[src/hdl/hrd_params.svh]
`ifndef HRD_PARAMS_SVH
`define HRD_PARAMS_SVH

`define HRD_XLEN 32
`define HRD_NUM_REGS 16
`define HRD_FULL_REGS 32

`define HRD_OPC_MSB 6
`define HRD_OPC_LSB 0
`define HRD_RD_MSB 11
`define HRD_RD_LSB 7
`define HRD_F3_MSB 14
`define HRD_F3_LSB 12
`define HRD_RSA_MSB 19
`define HRD_RSA_LSB 15
`define HRD_RSB_MSB 24
`define HRD_RSB_LSB 20
`define HRD_F7_MSB 31
`define HRD_F7_LSB 25
`define HRD_IMM_MSB 31
`define HRD_IMM_LSB 20
`define HRD_FM_MSB 31
`define HRD_FM_LSB 28
`define HRD_PRED_MSB 27
`define HRD_PRED_LSB 24
`define HRD_SUCC_MSB 23
`define HRD_SUCC_LSB 20

`define HRD_OPC_LUI 7'h37
`define HRD_OPC_PC_UPPER_SUM_OP 7'h17
`define HRD_OPC_OP_IMM 7'h13
`define HRD_OPC_OP 7'h33
`define HRD_OPC_MISC_MEM 7'h0f
`define HRD_OPC_LOAD 7'h03
`define HRD_OPC_STORE 7'h23
`define HRD_OPC_BRANCH 7'h63
`define HRD_OPC_JAL 7'h6f
`define HRD_OPC_JALR 7'h67
`define HRD_OPC_SYSTEM 7'h73

`define HRD_F3_ADD 3'h0
`define HRD_F3_SLL 3'h1
`define HRD_F3_SLT 3'h2
`define HRD_F3_SET_LESS_UNSIGNED_REG_OP 3'h3
`define HRD_F3_XOR 3'h4
`define HRD_F3_SR 3'h5
`define HRD_F3_OR 3'h6
`define HRD_F3_AND 3'h7
`define HRD_F3_FENCE 3'h0

`define HRD_F7_BASE 7'h00
`define HRD_F7_ALT 7'h20

`define HRD_FM_NORMAL 4'h0
`define HRD_SET_EMPTY 4'h0
`define HRD_SET_W_ONLY 4'h1
`define HRD_SET_ALL 4'hf

`define HRD_ZERO_REG 5'h00
`define HRD_NONTEMPORAL_PRIVATE_L1_SRC 5'h02
`define HRD_NONTEMPORAL_PRIVATE_ALL_SRC 5'h03
`define HRD_NONTEMPORAL_SHARED_L1_SRC 5'h04
`define HRD_NONTEMPORAL_EVERYWHERE_SRC 5'h05

`endif

[src/hdl/hrd_pkg.sv]
`include "hrd_params.svh"
`default_nettype none
package hrd_pkg;

    typedef enum logic [2:0] {
        nontemporal_none,
        nontemporal_private_l1,
        nontemporal_private_all,
        nontemporal_shared_l1,
        nontemporal_everywhere
    } hrd_ntl_t;

    typedef struct packed {
        logic hint_std;
        logic hint_custom;
        logic canon_nop;
        logic pause;
        hrd_ntl_t ntl;
    } hrd_class_t;

    typedef struct packed {
        logic we;
        logic [4:0] idx;
        logic [`HRD_XLEN-1:0] data;
    } hrd_wb_t;

    typedef struct packed {
        logic order;
        logic [3:0] pred;
        logic [3:0] succ;
    } hrd_fence_t;

endpackage
`default_nettype wire

[src/hdl/hrd_decode.sv]
// What this block does
// - hints retire changing nothing but pc and performance counters
// - acting on hint contents is optional; core may ignore them
// - base computational instructions with zero destination, except the canonical nop, fall in hint space
// - barriers with zero mode and an empty set are hints
// - register add hint may run as add with discarded zero write
// - barrier hint with empty prior set imposes no ordering
// - immediate sum to zero is hint unless source and immediate both zero
// - listed zero-destination forms and barrier hints are standard-reserved hints
// - zero add with sources 2 to 5 decode as nontemporal hints
// - zero barrier, writes-only prior set, empty later set is spin-wait
// - zero-destination set-less-than and immediate shifts form custom hint space
// - custom hint space has its own flag, apart from standard ones
// - reduced variant has sixteen registers; register zero reads zero
// - reduced variant: fields naming registers 16 to 31 are reserved
// - reduced variant decodes exactly like the full set otherwise
// - extensions of the full set are accepted in the reduced variant
// - reserved barrier settings run as full barriers ordering all sets; rd and rs1 ignored
`include "hrd_params.svh"
`default_nettype none
module hrd_decode
    import hrd_pkg::*;
#(
    parameter int NUM_REGS = `HRD_NUM_REGS,
    parameter int XLEN = `HRD_XLEN
)
(
    input wire logic i_clk_sys,
    input wire logic i_reset,
    input wire logic i_instr_valid,
    input wire logic [31:0] i_instr,
    input wire hrd_wb_t i_wb,
    output logic o_valid,
    output hrd_class_t o_class,
    output logic o_illegal,
    output logic o_rd_we,
    output logic [4:0] o_rd_idx,
    output hrd_fence_t o_fence,
    output logic [XLEN-1:0] o_rs_a_data,
    output logic [XLEN-1:0] o_rs_b_data,
    output logic [31:0] o_hint_count
);

    logic [6:0] opc;
    logic [4:0] rd;
    logic [2:0] f3;
    logic [4:0] rsa;
    logic [4:0] rsb;
    logic [6:0] f7;
    logic [11:0] imm;
    logic [3:0] fm;
    logic [3:0] pred;
    logic [3:0] succ;
    logic rd_zero;
    logic use_rd;
    logic use_rsa;
    logic use_rsb;
    logic rd_oor;
    logic rsa_oor;
    logic rsb_oor;
    logic writes_rd;
    logic is_fence;
    hrd_class_t class_next;
    hrd_fence_t fence_next;
    logic illegal_next;
    logic any_hint;
    hrd_wb_t wb_gated;
    logic [31:0] instr_reg;

    assign opc = i_instr[`HRD_OPC_MSB:`HRD_OPC_LSB];
    assign rd = i_instr[`HRD_RD_MSB:`HRD_RD_LSB];
    assign f3 = i_instr[`HRD_F3_MSB:`HRD_F3_LSB];
    assign rsa = i_instr[`HRD_RSA_MSB:`HRD_RSA_LSB];
    assign rsb = i_instr[`HRD_RSB_MSB:`HRD_RSB_LSB];
    assign f7 = i_instr[`HRD_F7_MSB:`HRD_F7_LSB];
    assign imm = i_instr[`HRD_IMM_MSB:`HRD_IMM_LSB];
    assign fm = i_instr[`HRD_FM_MSB:`HRD_FM_LSB];
    assign pred = i_instr[`HRD_PRED_MSB:`HRD_PRED_LSB];
    assign succ = i_instr[`HRD_SUCC_MSB:`HRD_SUCC_LSB];
    assign rd_zero = (rd == `HRD_ZERO_REG);
    assign is_fence = (opc == `HRD_OPC_MISC_MEM) && (f3 == `HRD_F3_FENCE);

    // which register fields an encoding really uses; barrier fields are ignored
    always_comb
    begin
        use_rd = 1'b0;
        use_rsa = 1'b0;
        use_rsb = 1'b0;
        case (opc)
            `HRD_OPC_LUI, `HRD_OPC_PC_UPPER_SUM_OP, `HRD_OPC_JAL:
            begin
                use_rd = 1'b1;
            end
            `HRD_OPC_OP_IMM, `HRD_OPC_LOAD, `HRD_OPC_JALR:
            begin
                use_rd = 1'b1;
                use_rsa = 1'b1;
            end
            `HRD_OPC_OP:
            begin
                use_rd = 1'b1;
                use_rsa = 1'b1;
                use_rsb = 1'b1;
            end
            `HRD_OPC_STORE, `HRD_OPC_BRANCH:
            begin
                use_rsa = 1'b1;
                use_rsb = 1'b1;
            end
            `HRD_OPC_SYSTEM:
            begin
                // upper csr forms carry an immediate in the source field
                use_rd = (f3 != 3'h0);
                use_rsa = (f3 != 3'h0) && !f3[2];
            end
            default:
            begin
                // extension opcodes decode as in the full set
                use_rd = 1'b0;
            end
        endcase
    end

    hrd_reg_range #(
        .NUM_REGS(NUM_REGS)
    ) u_rd_range (
        .i_field(rd),
        .i_used(use_rd),
        .o_out_of_range(rd_oor)
    );

    hrd_reg_range #(
        .NUM_REGS(NUM_REGS)
    ) u_rsa_range (
        .i_field(rsa),
        .i_used(use_rsa),
        .o_out_of_range(rsa_oor)
    );

    hrd_reg_range #(
        .NUM_REGS(NUM_REGS)
    ) u_rsb_range (
        .i_field(rsb),
        .i_used(use_rsb),
        .o_out_of_range(rsb_oor)
    );

    // hint classification; standard and custom spaces never overlap
    always_comb
    begin
        class_next = '0;
        class_next.ntl = nontemporal_none;
        case (opc)
            `HRD_OPC_LUI, `HRD_OPC_PC_UPPER_SUM_OP:
            begin
                class_next.hint_std = rd_zero;
            end
            `HRD_OPC_OP_IMM:
            begin
                if (rd_zero)
                begin
                    case (f3)
                        `HRD_F3_ADD:
                        begin
                            class_next.hint_std = (rsa != `HRD_ZERO_REG) || (imm != 12'h000);
                            class_next.canon_nop = (rsa == `HRD_ZERO_REG) && (imm == 12'h000);
                        end
                        `HRD_F3_XOR, `HRD_F3_OR, `HRD_F3_AND:
                        begin
                            class_next.hint_std = 1'b1;
                        end
                        `HRD_F3_SLT, `HRD_F3_SET_LESS_UNSIGNED_REG_OP:
                        begin
                            class_next.hint_custom = 1'b1;
                        end
                        `HRD_F3_SLL:
                        begin
                            class_next.hint_custom = (f7 == `HRD_F7_BASE);
                        end
                        default:
                        begin
                            class_next.hint_custom = (f7 == `HRD_F7_BASE) || (f7 == `HRD_F7_ALT);
                        end
                    endcase
                end
            end
            `HRD_OPC_OP:
            begin
                if (rd_zero && f7 == `HRD_F7_BASE)
                begin
                    case (f3)
                        `HRD_F3_SLT, `HRD_F3_SET_LESS_UNSIGNED_REG_OP:
                        begin
                            class_next.hint_custom = 1'b1;
                        end
                        default:
                        begin
                            class_next.hint_std = 1'b1;
                        end
                    endcase
                    if (f3 == `HRD_F3_ADD && rsa == `HRD_ZERO_REG)
                    begin
                        case (rsb)
                            `HRD_NONTEMPORAL_PRIVATE_L1_SRC: class_next.ntl = nontemporal_private_l1;
                            `HRD_NONTEMPORAL_PRIVATE_ALL_SRC: class_next.ntl = nontemporal_private_all;
                            `HRD_NONTEMPORAL_SHARED_L1_SRC: class_next.ntl = nontemporal_shared_l1;
                            `HRD_NONTEMPORAL_EVERYWHERE_SRC: class_next.ntl = nontemporal_everywhere;
                            default: class_next.ntl = nontemporal_none;
                        endcase
                    end
                end
                else if (rd_zero && f7 == `HRD_F7_ALT)
                begin
                    class_next.hint_std = (f3 == `HRD_F3_ADD) || (f3 == `HRD_F3_SR);
                end
            end
            `HRD_OPC_MISC_MEM:
            begin
                if (is_fence && fm == `HRD_FM_NORMAL &&
                    (pred == `HRD_SET_EMPTY || succ == `HRD_SET_EMPTY))
                begin
                    class_next.hint_std = 1'b1;
                    class_next.pause = rd_zero && (rsa == `HRD_ZERO_REG) &&
                        (pred == `HRD_SET_W_ONLY) && (succ == `HRD_SET_EMPTY);
                end
            end
            default:
            begin
                class_next.hint_std = 1'b0;
            end
        endcase
    end

    assign any_hint = class_next.hint_std || class_next.hint_custom;

    // hints win over the high-register reservation
    assign illegal_next = (rd_oor || rsa_oor || rsb_oor) && !any_hint;

    // a hint is executed as its plain form; its zero-register write is dropped
    assign writes_rd = use_rd && !rd_zero && !illegal_next;

    // ordering: hint barriers order nothing, reserved settings act as full normal
    always_comb
    begin
        fence_next = '0;
        if (is_fence && !class_next.hint_std)
        begin
            fence_next.order = 1'b1;
            if (fm == `HRD_FM_NORMAL)
            begin
                fence_next.pred = pred;
                fence_next.succ = succ;
            end
            else
            begin
                // treating any nonzero mode as a conservative full barrier is always safe
                fence_next.pred = `HRD_SET_ALL;
                fence_next.succ = `HRD_SET_ALL;
            end
        end
    end

    always_ff @(posedge i_clk_sys)
    begin
        if (i_reset)
        begin
            o_valid <= 1'b0;
            instr_reg <= '0;
        end
        else
        begin
            o_valid <= i_instr_valid;
            instr_reg <= i_instr;
        end
    end

    // hint contents only tag the output; nothing downstream depends on them
    always_ff @(posedge i_clk_sys)
    begin
        if (i_reset)
        begin
            o_class <= '0;
            o_illegal <= 1'b0;
        end
        else if (i_instr_valid)
        begin
            o_class <= class_next;
            o_illegal <= illegal_next;
        end
        else
        begin
            o_class <= '0;
            o_illegal <= 1'b0;
        end
    end

    always_ff @(posedge i_clk_sys)
    begin
        if (i_reset)
        begin
            o_rd_we <= 1'b0;
            o_rd_idx <= '0;
            o_fence <= '0;
        end
        else
        begin
            o_rd_we <= i_instr_valid && writes_rd;
            o_rd_idx <= rd;
            o_fence <= i_instr_valid ? fence_next : '0;
        end
    end

    always_ff @(posedge i_clk_sys)
    begin
        if (i_reset)
        begin
            o_hint_count <= '0;
        end
        else if (i_instr_valid && any_hint)
        begin
            o_hint_count <= o_hint_count + 32'h0000_0001;
        end
    end

    // late writes to register zero are dropped even if the pipeline asks
    always_comb
    begin
        wb_gated = i_wb;
        wb_gated.we = i_wb.we && (i_wb.idx != `HRD_ZERO_REG);
    end

    hrd_regfile #(
        .NUM_REGS(NUM_REGS),
        .XLEN(XLEN)
    ) u_regfile (
        .i_clk_sys(i_clk_sys),
        .i_reset(i_reset),
        .i_wb(wb_gated),
        .i_rd_a_idx(rsa),
        .i_rd_b_idx(rsb),
        .o_rd_a_data(o_rs_a_data),
        .o_rd_b_data(o_rs_b_data)
    );
endmodule
`default_nettype wire

[src/hdl/hrd_reg_range.sv]
`include "hrd_params.svh"
`default_nettype none
module hrd_reg_range
    import hrd_pkg::*;
#(
    parameter int NUM_REGS = `HRD_NUM_REGS
)
(
    input wire logic [4:0] i_field,
    input wire logic i_used,
    output logic o_out_of_range
);

    // only the reduced variant has fields that can fall outside the file
    assign o_out_of_range = i_used && (32'(i_field) >= NUM_REGS);

endmodule
`default_nettype wire

[src/hdl/hrd_regfile.sv]
`include "hrd_params.svh"
`default_nettype none
module hrd_regfile
    import hrd_pkg::*;
#(
    parameter int NUM_REGS = `HRD_NUM_REGS,
    parameter int XLEN = `HRD_XLEN
)
(
    input wire logic i_clk_sys,
    input wire logic i_reset,
    input wire hrd_wb_t i_wb,
    input wire logic [4:0] i_rd_a_idx,
    input wire logic [4:0] i_rd_b_idx,
    output logic [XLEN-1:0] o_rd_a_data,
    output logic [XLEN-1:0] o_rd_b_data
);

    localparam int IW = $clog2(NUM_REGS);

    logic [XLEN-1:0] regs_reg [NUM_REGS];
    logic wr_ok;

    // register zero is never stored, so it cannot drift from zero
    assign wr_ok = i_wb.we && (i_wb.idx != `HRD_ZERO_REG) && (32'(i_wb.idx) < NUM_REGS);

    always_ff @(posedge i_clk_sys)
    begin
        if (i_reset)
        begin
            for (int i = 0; i < NUM_REGS; i++)
            begin
                regs_reg[i] <= '0;
            end
        end
        else if (wr_ok)
        begin
            regs_reg[i_wb.idx[IW-1:0]] <= i_wb.data;
        end
    end

    always_ff @(posedge i_clk_sys)
    begin
        if (i_reset)
        begin
            o_rd_a_data <= '0;
            o_rd_b_data <= '0;
        end
        else
        begin
            o_rd_a_data <= (i_rd_a_idx == `HRD_ZERO_REG || 32'(i_rd_a_idx) >= NUM_REGS)
                ? '0 : regs_reg[i_rd_a_idx[IW-1:0]];
            o_rd_b_data <= (i_rd_b_idx == `HRD_ZERO_REG || 32'(i_rd_b_idx) >= NUM_REGS)
                ? '0 : regs_reg[i_rd_b_idx[IW-1:0]];
        end
    end

endmodule
`default_nettype wire

[config.mk]
export PLATFORM = sky130hd
export DESIGN_NAME = hrd_decode
export DESIGN_NICKNAME = d
export VERILOG_FILES = /design/src/hdl/hrd_pkg.sv /design/src/hdl/hrd_decode.sv /design/src/hdl/hrd_reg_range.sv /design/src/hdl/hrd_regfile.sv
export VERILOG_INCLUDE_DIRS = /design/src /design/src/hdl
export SDC_FILE = /design/constraint.sdc
export NUM_CORES = 1
export LEC_CHECK = 0
export BUFFER_PORTS_ARGS = -buffer_cell sky130_fd_sc_hd__clkbuf_2
export CAP_MARGIN = 5
export CELL_PAD_IN_SITES_DETAIL_PLACEMENT = 1
export CELL_PAD_IN_SITES_GLOBAL_PLACEMENT = 1
export CORE_ASPECT_RATIO = 1.5
export CORE_UTILIZATION = 39
export CTS_BUF_LIST = sky130_fd_sc_hd__clkbuf_4 sky130_fd_sc_hd__clkbuf_8
export DETAILED_ROUTE_END_ITERATION = 16
export PLACE_DENSITY_LB_ADDON = 0.2
export SLEW_MARGIN = 20
export SYNTH_ARGS = -nofsm -noshare
export SYNTH_HDL_FRONTEND = slang
export SYNTH_SLANG_ARGS = --single-unit
[constraint.sdc]
create_clock -name i_clk_sys -period 5.25 [get_ports i_clk_sys]
set_input_delay 0.525 -clock i_clk_sys [delete_from_list [all_inputs] [get_ports i_clk_sys]]
set_output_delay 0.525 -clock i_clk_sys [all_outputs]
set_load 0.02 [all_outputs]
* Word level (Yosys, flattened, before mapping)
Memories as Yosys holds them, arrays and structs flattened. A register that Yosys moved wholly into a read port is not among the register bits.
Cells that the tools add are included.
Widths: inputs -> output; s select.
** Operators by class
- Order comparisons :: 4
- Multiplexer cells :: 26
- Reductions and logical operators :: 65
- Equality and inequality tests :: 24
- Bitwise gates (word level) :: 10
- $add $sub $neg :: 1
** Operator list (number)
- $add 32x1->32 const B :: 1
- $mux 32 :: 1
- $reduce_or 32->1 :: 1
- $eq 7x6->1 const B :: 4
- $eq 7x7->1 const B :: 4
- $logic_and 1x1->1 :: 23
- $ge 5x5->1 const B :: 3
- $logic_not 5->1 :: 3
- $eq 7x5->1 const B :: 2
- $mux 1 :: 14
- $eq 3x3->1 const B :: 4
- $logic_not 12->1 :: 1
- $logic_not 4->1 :: 3
- $pmux 3 s4 :: 1
- $reduce_bool 12->1 :: 1
- $eq 5x2->1 const B :: 2
- $eq 5x3->1 const B :: 2
- $not 1->1 :: 10
- $reduce_bool 5->1 :: 2
- $reduce_or 2->1 :: 5
- $reduce_or 5->1 :: 2
- $logic_or 1x1->1 :: 9
- $mux 9 :: 1
- $reduce_or 3->1 :: 3
- 19 further kinds :: 28
** Word-level totals
- Register bits :: 56
- Output and inout bits :: 120
- Memories :: 1
- Logic and storage cells :: 144
- Bits in writable memories :: 512
** Memory list
- u_regfile.regs_reg :: depth 16, bits a word 32, rd ports 2, clocked after memory_dff 2, write ports 16, line hrd_regfile.sv:21 : logic [XLEN-1:0] regs_reg [NUM_REGS];

* Longest topological paths before layout
Gate-level depths: netlist (run 1).
- Depth in word-level cells :: 12
- Mapped depth :: 9
- Depth with buffers taken out :: 6

* Cells and area by module
From an unflattened synthesis (run 1), not the netlist that was laid out.
** Second synthesis, totals
- Cell total of the unflattened synthesis :: 2013
- Area total of the unflattened synthesis :: 30797.0 sq um
** Modules (own cells, without submodules)
- hrd_regfile :: times used 1, area each 27789.2 sq um, cells each 1658
- hrd_decode :: times used 1, area each 2989.1 sq um, cells each 352
- hrd_reg_range :: times used 3, area each 6.3 sq um, cells each 1

* Least setup slack after synthesis (run 1)
Ideal clock, no wire load.
- Path type :: input to register
- From :: in i_instr[20]
- To :: reg u_regfile.o_rd_b_data[0], read port of u_regfile.regs_reg
- Required time :: 5122 ps
- Slack :: 2610 ps
- Stages :: 6
- Arrival :: 2512 ps
- Path through :: clkbuf_1 > clkbuf_1 > buf_2 > mux4_2 > mux4_2 > nor2b_1
** On the way
- Longest elaborated chain between the ends :: 3
- Elaborated cells between the ends (all ways) :: 4
- Classes of those cells :: 1 x order compare; 3 x reduce/logical
** Ends and longest elaborated chain
- start, declared :: line hrd_decode.sv:31 : input wire logic [31:0] i_instr,
- $ge 5x5->1 or $logic_not 5->1 (tied branches)
- $logic_or 1x1->1 :: line hrd_regfile.sv:53 : o_rd_b_data <= (i_rd_b_idx == `HRD_ZERO_REG || 32'(i_rd_b_idx) >= NUM_REGS)
- $reduce_or 2->1 (no line)
- end, declared :: line hrd_regfile.sv:16 : output logic [XLEN-1:0] o_rd_b_data
Parallel ways exist; a longest one is shown, timed or not.
A chain may end at the register's enable or synchronous reset.

* Worst setup path in the final report (run 1)
- From :: in i_instr[8]
- To :: reg o_hint_count[16]
** On the way
- Longest elaborated chain between the ends :: 7
- Elaborated cells between the ends (all ways) :: 11
- Classes of those cells :: 6 x mux; 5 x reduce/logical
** Ends and longest elaborated chain
- $logic_not 5->1 (no line) (*)
- $logic_and 1x1->1 (no line)
- $mux 1 :: line hrd_decode.sv:212 : else if (rd_zero && f7 == `HRD_F7_ALT)
- $mux 1 :: line hrd_decode.sv:189 : if (rd_zero && f7 == `HRD_F7_BASE)
- $pmux 1 s4 :: line hrd_decode.sv:153 : case (opc)
- $logic_or 1x1->1 (*) :: line hrd_decode.sv:234 : assign any_hint = class_next.hint_std || class_next.hint_custom;
- $logic_and 1x1->1 (*) :: line hrd_decode.sv:319 : else if (i_instr_valid && any_hint)
- end signal, assigned :: line hrd_decode.sv:321 : o_hint_count <= o_hint_count + 32'h0000_0001;
- end, declared :: line hrd_decode.sv:41 : output logic [31:0] o_hint_count
Mark *: on every way between the ends. The rest lies on a longest branch, timed or not.

==> impl_metrics.json, run 1 <==
{
  "setup_total_negative_slack_ns": 0,
  "hpwlAfterDp_microns": 56600,
  "drive_gt1_share_pct": 34.7,
  "cts-buffers-inserted": 101,
  "postSynth.asyncResetShare_pct": 0,
  "syn2layout_area_growth_pct": 14.2,
  "grt_start_max_net_pins": 88,
  "sw_frac_of_total_pct": 24.4,
  "most_frequent_cells_in_the_layout": "edfxtp_1, and2_1, mux4_2, clkbuf_2, dfxtp_1",
  "synth.ff_latch_count": 632,
  "worst-r2r-cell-count": 6,
  "worst_ep_arrival_time_ns": 3.49,
  "io_port_bufs": 192,
  "design.die.area_sq_mm": 0.0810,
  "placementRows": 126,
  "detailed_route_via_count": 19274,
  "nets": 2267,
  "core_area_sq_mm": 0.0788,
  "critical-path-slowest-cell": "dlygate4sd3_1",
  "clock_insertion_delay_worst_skew_ns": 0.76,
  "internal_power_mw": 8.82,
  "post_layout_nonfiller_instances": 3310,
  "cts_sinks": 632,
  "whs_path_depth": 2,
  "grt_util_all_layers_pct": 25.6,
  "dpl.cell_count": 3108,
  "cts.root.buffer_cell": "clkbuf_8",
  "worst-endpoint-required_ns": 5.85,
  "ys_seq_area_share_pct": 57.1,
  "largest_register_ff_count": 512,
  "syn-instance-count": 1992,
  "synth.lib_cells_used.distinct": 58,
  "start_util_pct": 39.5,
  "synth_area_per_cell_sq_um": 15.6,
  "layout_worst_path_cycle_share_pct": 54.9,
  "syn-cell-area_sq_mm": 0.0311,
  "die_width_microns": 233,
  "pin_count": 193,
  "total_iterations_of_the_first_detailed_routing_run": 5,
  "timing.max_slew.rel_slack_pct": 26.6,
  "irDropWorstVdd_uv": 191,
  "largest_buffer_count_on_any_clock_path": 3,
  "critical_path_peak_fanout": 44,
  "number_of_antenna_violations_at_the_first_check_in_global_routing": 9,
  "powerDensity_mw_per_mm2": 328,
  "cts_htree_levels": 3,
  "p_switching_mw": 2.85,
  "grt_pass1_vias": 20904,
  "y_dimension_of_the_die_microns": 348,
  "multi_input_comb_area_sq_mm": 0.0128,
  "timing.final.crit_period_ns": 2.88,
  "regToRegStartpoint": "o_hint_count[0]",
  "fin_worst_skew_ns": 0.0432,
  "synth_flop_cell": "edfxtp_1",
  "detail-route-antenna-nets": 0,
  "relative_contribution_of_sequential_cells_to_total_power_pct": 49.8,
  "run_status": "finished, final reports clean",
  "drc": 0,
  "critPathLaunchType": "primary input",
  "worst_setup_path_end_kind": "register",
  "postRouteWirelength_microns": 102000,
  "seqCellArea_sq_mm": 0.0178,
  "post-cts-setup-buffer-count": 0,
  "pwr-share-clk_pct": 40.0,
  "power.static_leakage_nw": 12.6,
  "final_common_cell": "edfxtp_1",
  "fmax_mhz": 347,
  "globalRoute.totalOverflow": 0,
  "timing.max_cap.violations": 0,
  "tightest_slew_ns": 1.10,
  "filler_cell_count": 7798,
  "max_stage_delay_ns": 0.55,
  "r2r_slack_ns": 2.93,
  "hp-class": "in -> reg",
  "cts.reportedPaths.clkPinSlew_ns": 0.06,
  "hold_violations": 0,
  "crit-reg2reg-capture": "o_hint_count[26]",
  "cp_cell_sequence": "dlygate4sd3_1 > clkbuf_2 > nor3_1 > and2_1 > o211ai_1 > o2111ai_4 > buf_4 > and4bb_1 > mux2_4",
  "p_comb_share_pct": 10.2,
  "timing.final.setup_violations": 0,
  "hold_start": "i_instr[25]",
  "routed_wire_length_per_instance_microns": 30.7,
  "tritoncts": "done",
  "slew_violations": 0,
  "rsz0062_at_grt": "no",
  "synth_enable_flop_cells": 512,
  "drt_iter0_drc": 1540,
  "synth.yosys.warnings": 0,
  "gp_congestion": 0.778,
  "post_drt_via_cell_ratio": 5.82,
  "wire_length_of_the_first_global_routing_pass_microns": 146000,
  "worstSetupPathType": "in -> reg",
  "hold_end": "o_fence[5]"
}
[worst max path at each step]
stage | cells after the start | slack (ns) | from | end
finish | 9 | 2.37 | i_instr[8] | o_hint_count[16]
global route | 9 | 2.23 | i_instr[8] | o_hint_count[16]
CTS | 9 | 2.45 | i_instr[8] | o_hint_count[16]
detailed placement | 5 | 1.80 | i_instr[21] | u_regfile.o_rd_b_data[30]
global placement | 5 | 1.80 | i_instr[21] | u_regfile.o_rd_b_data[30]
floorplan | 6 | 2.61 | i_instr[20] | u_regfile.o_rd_b_data[0]
[cells in the mapped netlist, drive strengths merged, types with 2 or more instances]
| cell | n | area share (%) |
|---|---|---|
| a21oi | 14 | 0.23 |
| o22ai | 2 | 0.040 |
| inv | 9 | 0.11 |
| nor3 | 11 | 0.18 |
| nor2b | 93 | 1.9 |
| a31o | 8 | 0.23 |
| nand2 | 15 | 0.18 |
| nor3b | 3 | 0.072 |
| mux4 | 320 | 23 |
| clkbuf | 141 | 1.7 |
| o21ai | 6 | 0.096 |
| and3 | 13 | 0.28 |
| mux2 | 21 | 0.77 |
| nand3b | 7 | 0.17 |
| nor4 | 6 | 0.22 |
| or4 | 2 | 0.072 |
| or2 | 16 | 0.32 |
| a311oi | 2 | 0.076 |
| or3 | 6 | 0.12 |
| nand4b | 2 | 0.056 |
| and4bb | 2 | 0.080 |
| dfxtp | 120 | 7.7 |
| edfxtp | 512 | 49 |
| nand3 | 18 | 0.29 |
| and2 | 484 | 9.7 |
| o21a | 8 | 0.19 |
| o211ai | 2 | 0.048 |
| or3b | 2 | 0.056 |
| and4 | 3 | 0.084 |
| buf | 38 | 0.65 |
| nand2b | 12 | 0.24 |
| nand4 | 21 | 0.42 |
| nor2 | 58 | 0.71 |
[worst max-delay path: cells and delay by family]
| kind | cells | cell delay [ns] |
|---|---|---|
| and+or+nand+nor | 3 | 1.10 |
| buffers and inverters | 3 | 1.09 |
| AOI/OAI and AO/OA | 2 | 0.44 |
| muxes | 1 | 0.30 |
[logic make-up (layout without fill, tap and decap cells)]
kind of cell    Yosys count  in the layout  synth area share (%)
simple gates            775            775                  15.2
flops                   632            632                  57.1
mux                     341            341                  23.9
buf+inv                 188            445                  2.46
compound gates           52             52                  1.24
xor+xnor                  2              2                0.0563
fa+ha+maj                 1              1                0.0402
other cells               1             38                0.0120
[layout make-up]
cell class                      instances  share of cell area, %
Sequential cell                       632                   50.0
Multi-Input combinational cell       1203                   36.0
Clock buffer                          151                   5.17
Timing Repair Buffer                  246                   4.08
Tap cell                             1024                   3.60
Clock inverter                         39                   1.01
Inverter                                9                 0.0950
Antenna cell                            6                 0.0422
[layer usage]
layer  share of wire [%]  routed length [microns]  track usage (%)  vias to the layer above
li1                    -                        -                -                     8005
met1                  38                    39100             31.1                    10391
met2                  53                    53600             45.6                      703
met3                 6.1                     6190             4.28                      173
met4                 2.8                     2870             8.48                        2
met5               0.011                       11                0                        -
[power by group through the flow]
stage | logic [mW] | registers [mW] | clock network [mW]
finish | 1.20 | 5.81 | 4.67
global placement | 1.19 | 5.89 | 0
detailed placement | 1.20 | 5.92 | 0
CTS | 1.21 | 5.81 | 4.76
floorplan | 0.755 | 5.89 | 0
global route | 1.26 | 5.84 | 4.96
[through the flow]
step	worst slack, ns	util (%)	hold WS [ns]	power [mW]	area [sq um]
after detailed placement	1.80	42.2	0.543	7.12	33300
final	2.37	45.1	0.0722	11.7	35600
after global routing	2.23	45.1	0.0541	12.1	35600
after global placement	1.80	42.2	0.499	7.08	33300
after CTS	2.45	45.1	0.0144	11.8	35500
after floorplan	2.61	-	0.563	6.65	31200
[repair_timing]
action,in CTS,in global routing
endpoints found under the hold margin,6,0
hold buffers,6,0
resized for setup,0,0
setup endpoints to repair,0,0
Power figures use the tool's default switching activity.
==> inputs of run 2 (changes only) <==
ABC_AREA = 1   (was default)
clock period = 2.49 ns   (was 5.25 ns; I/O delays follow)
==> impl_metrics.json, run 2 <==
{
  "max_stage_delay_ns": 0.59,
  "timing.max_slew.rel_slack_pct": 45.3,
  "final_area_sq_mm": 0.0357,
  "placementRows": 124,
  "syn-instance-count": 3304,
  "cp_cell_sequence": "dlygate4sd3_1 > clkbuf_2 > inv_1 > nand2_2 > dlygate4sd3_1 > nor2_4 > inv_2 > nor2_1 > nand2_1 > nand2_1 > nand2_2 > nand3_4 > buf_12 > nand3_1 > nand2_1 > nand2_1 > nor2_1",
  "layout.core_utilization_pct": 46.7,
  "detailed_route_via_count": 28108,
  "number_of_antenna_violations_at_the_first_check_in_global_routing": 2,
  "synth_enable_flop_cells": 512,
  "fin_worst_skew_ns": 0.0367,
  "critical_path_peak_fanout": 37,
  "seqCellArea_sq_mm": 0.0178,
  "slew_violations": 0,
  "timing.final.setup_violations": 0,
  "die_width_microns": 230,
  "tritoncts": "done",
  "cts.reportedPaths.clkPinSlew_ns": 0.07,
  "largest_register_ff_count": 512,
  "drt_iter0_drc": 2770,
  "hp-class": "in -> reg",
  "synth_flop_cell": "edfxtp_1",
  "timing.critical_path.mode_cell": "nand2_1",
  "worst-endpoint-required_ns": 3.18,
  "post_drt_via_cell_ratio": 6.09,
  "syn-cell-area_sq_mm": 0.0303,
  "worst_setup_path_end_kind": "register",
  "timing.final.crit_period_ns": 2.31,
  "final_common_cell": "nor2_1",
  "pin_count": 193,
  "placed_cell_area_sq_mm": 0.0331,
  "critical-path-slowest-cell": "dlygate4sd3_1",
  "layout_worst_path_cycle_share_pct": 92.8,
  "critPathLaunchType": "primary input",
  "detail-route-antenna-nets": 0,
  "timing.max_cap.violations": 0,
  "synth_most_common_cell": "nor2_1",
  "powerDensity_mw_per_mm2": 710,
  "grt_start_max_net_pins": 121,
  "cell_taking_the_most_area_after_synthesis": "edfxtp_1",
  "synth_top_cell_area_share_pct": 50.8,
  "nets": 3588,
  "worstSetupPathType": "in -> reg",
  "irDropWorstVdd_uv": 429,
  "most_frequent_cells_in_the_layout": "nor2_1, edfxtp_1, nand2_1, o21ai_0, a22oi_1",
  "power.static_leakage_nw": 13.8,
  "io_port_bufs": 192,
  "post-cts-setup-buffer-count": 0,
  "synth_area_per_cell_sq_um": 9.17,
  "multi_input_comb_area_sq_mm": 0.0109,
  "globalRoute.totalOverflow": 0,
  "hpwlAfterDp_microns": 77300,
  "ys_seq_area_share_pct": 58.7,
  "run_status": "finished, final reports clean",
  "design.die.area_sq_mm": 0.0788,
  "y_dimension_of_the_die_microns": 343,
  "setup_total_negative_slack_ns": 0,
  "start_util_pct": 39.6,
  "worst_ep_arrival_time_ns": 3.00,
  "synth.yosys.warnings": 0,
  "routed_wire_length_per_instance_microns": 27.6,
  "postRouteWirelength_microns": 128000,
  "hold_violations": 0,
  "grt_util_all_layers_pct": 31.8,
  "drc": 0,
  "clock_insertion_delay_worst_skew_ns": 0.77,
  "tightest_slew_ns": 0.821,
  "largest_buffer_count_on_any_clock_path": 3,
  "wire_length_of_the_first_global_routing_pass_microns": 186000,
  "synth.cells.most_frequent": "nor2_1, edfxtp_1, nand2_1, o21ai_0, clkbuf_1",
  "postSynth.asyncResetShare_pct": 0,
  "gp_congestion": 0.857,
  "cts-buffers-inserted": 104,
  "synthTopCellsByArea": "edfxtp_1, nor2_1, dfxtp_1, nand2_1, a22oi_1",
  "grt_pass1_vias": 29596,
  "core_area_sq_mm": 0.0765,
  "synth.ff_latch_count": 632,
  "filler_cell_count": 8744,
  "drive_gt1_share_pct": 16.4,
  "syn2layout_area_growth_pct": 17.8,
  "cts_htree_levels": 3,
  "fmax_mhz": 433,
  "cts.root.buffer_cell": "clkbuf_8",
  "cts_sinks": 632,
  "total_iterations_of_the_first_detailed_routing_run": 5,
  "rsz0062_at_grt": "no",
  "synth.lib_cells_used.distinct": 43
}
[run 2: changes by cell type after synthesis, sizes merged, moves of 182 or more]
cell	change
inv	+182
and2	-483
nand2	+424
a22oi	+191
mux4	-320
o21ai	+263
nor2	+764
[run 2: final timing paths]
check	startpoint	endpoint	slack, ns	depth (start not counted)
setup / recovery	i_instr[5]	o_hint_count[13]	0.18	17
hold / removal	i_instr[4]	o_class[0]	0.05	5
setup reg to reg	o_hint_count[1]	o_hint_count[22]	0.38	11
hold reg to reg	o_hint_count[29]	o_hint_count[29]	0.52	2
[run 2: final cells by class]
cell class	count	area share (%)
clock inverters	43	1.17
flip-flops and latches	632	49.8
diodes	1	0.00701
well taps	1008	3.53
inverters	193	2.07
clock buffers	155	5.40
repair buffers	345	7.46
multi-input cells	2238	30.6
[run 2: worst max-delay path: cells and delay by family]
| family | cells | cell delay (ns) |
|---|---|---|
| AND/OR/NAND/NOR | 11 | 1.06 |
| buffers and inverters | 6 | 1.65 |
[run 2: where the power goes]
| part | total (mW) | switching, mW | leakage [nW] | internal, mW |
|---|---|---|---|---|
| Sequential | 12.3 | 0.319 | 5.86 | 12.0 |
| Clock | 10.3 | 4.61 | 1.22 | 5.71 |
| Combinational | 2.74 | 1.96 | 6.77 | 0.780 |
[run 2: cell families after synthesis]
group,after synthesis,synth area share (%)
and+or+nand+nor,1440,19.4
AOI/OAI and AO/OA,765,15.9
other,1,0.0124
DFF,632,58.7
buffers and inverters,465,6.01
adders and majority gates,1,0.0413
[run 2: routing by layer]
layer	wire length (microns)	track usage (%)
met4	7090	17.8
met3	10400	5.30
met2	62800	55.0
met1	47300	37.5
met5	12	0
[run 2: timing repair]
item / in CTS / in global routing
gates resized for setup: 0 / 3
hold endpoints to repair: 22 / 0
setup endpoints to repair: 0 / 23
hold buffers: 21 / 0
[run 2: per-stage QoR]
| stage | setup slack (ns) | cells | hold slack [ns] | power, mW |
|---|---|---|---|---|
| final | 0.179 | 4615 | 0.0521 | 25.3 |
| after global routing | 0.000238 | 4615 | 0.0698 | 26.0 |
| after CTS | 0.0426 | 4614 | 0.0223 | 25.4 |
| after detailed placement | 0.209 | 4395 | 0.483 | 15.1 |
| after global placement | 0.321 | 4395 | 0.471 | 15.0 |
| after floorplan | 0.293 | 3335 | 0.356 | 13.8 |
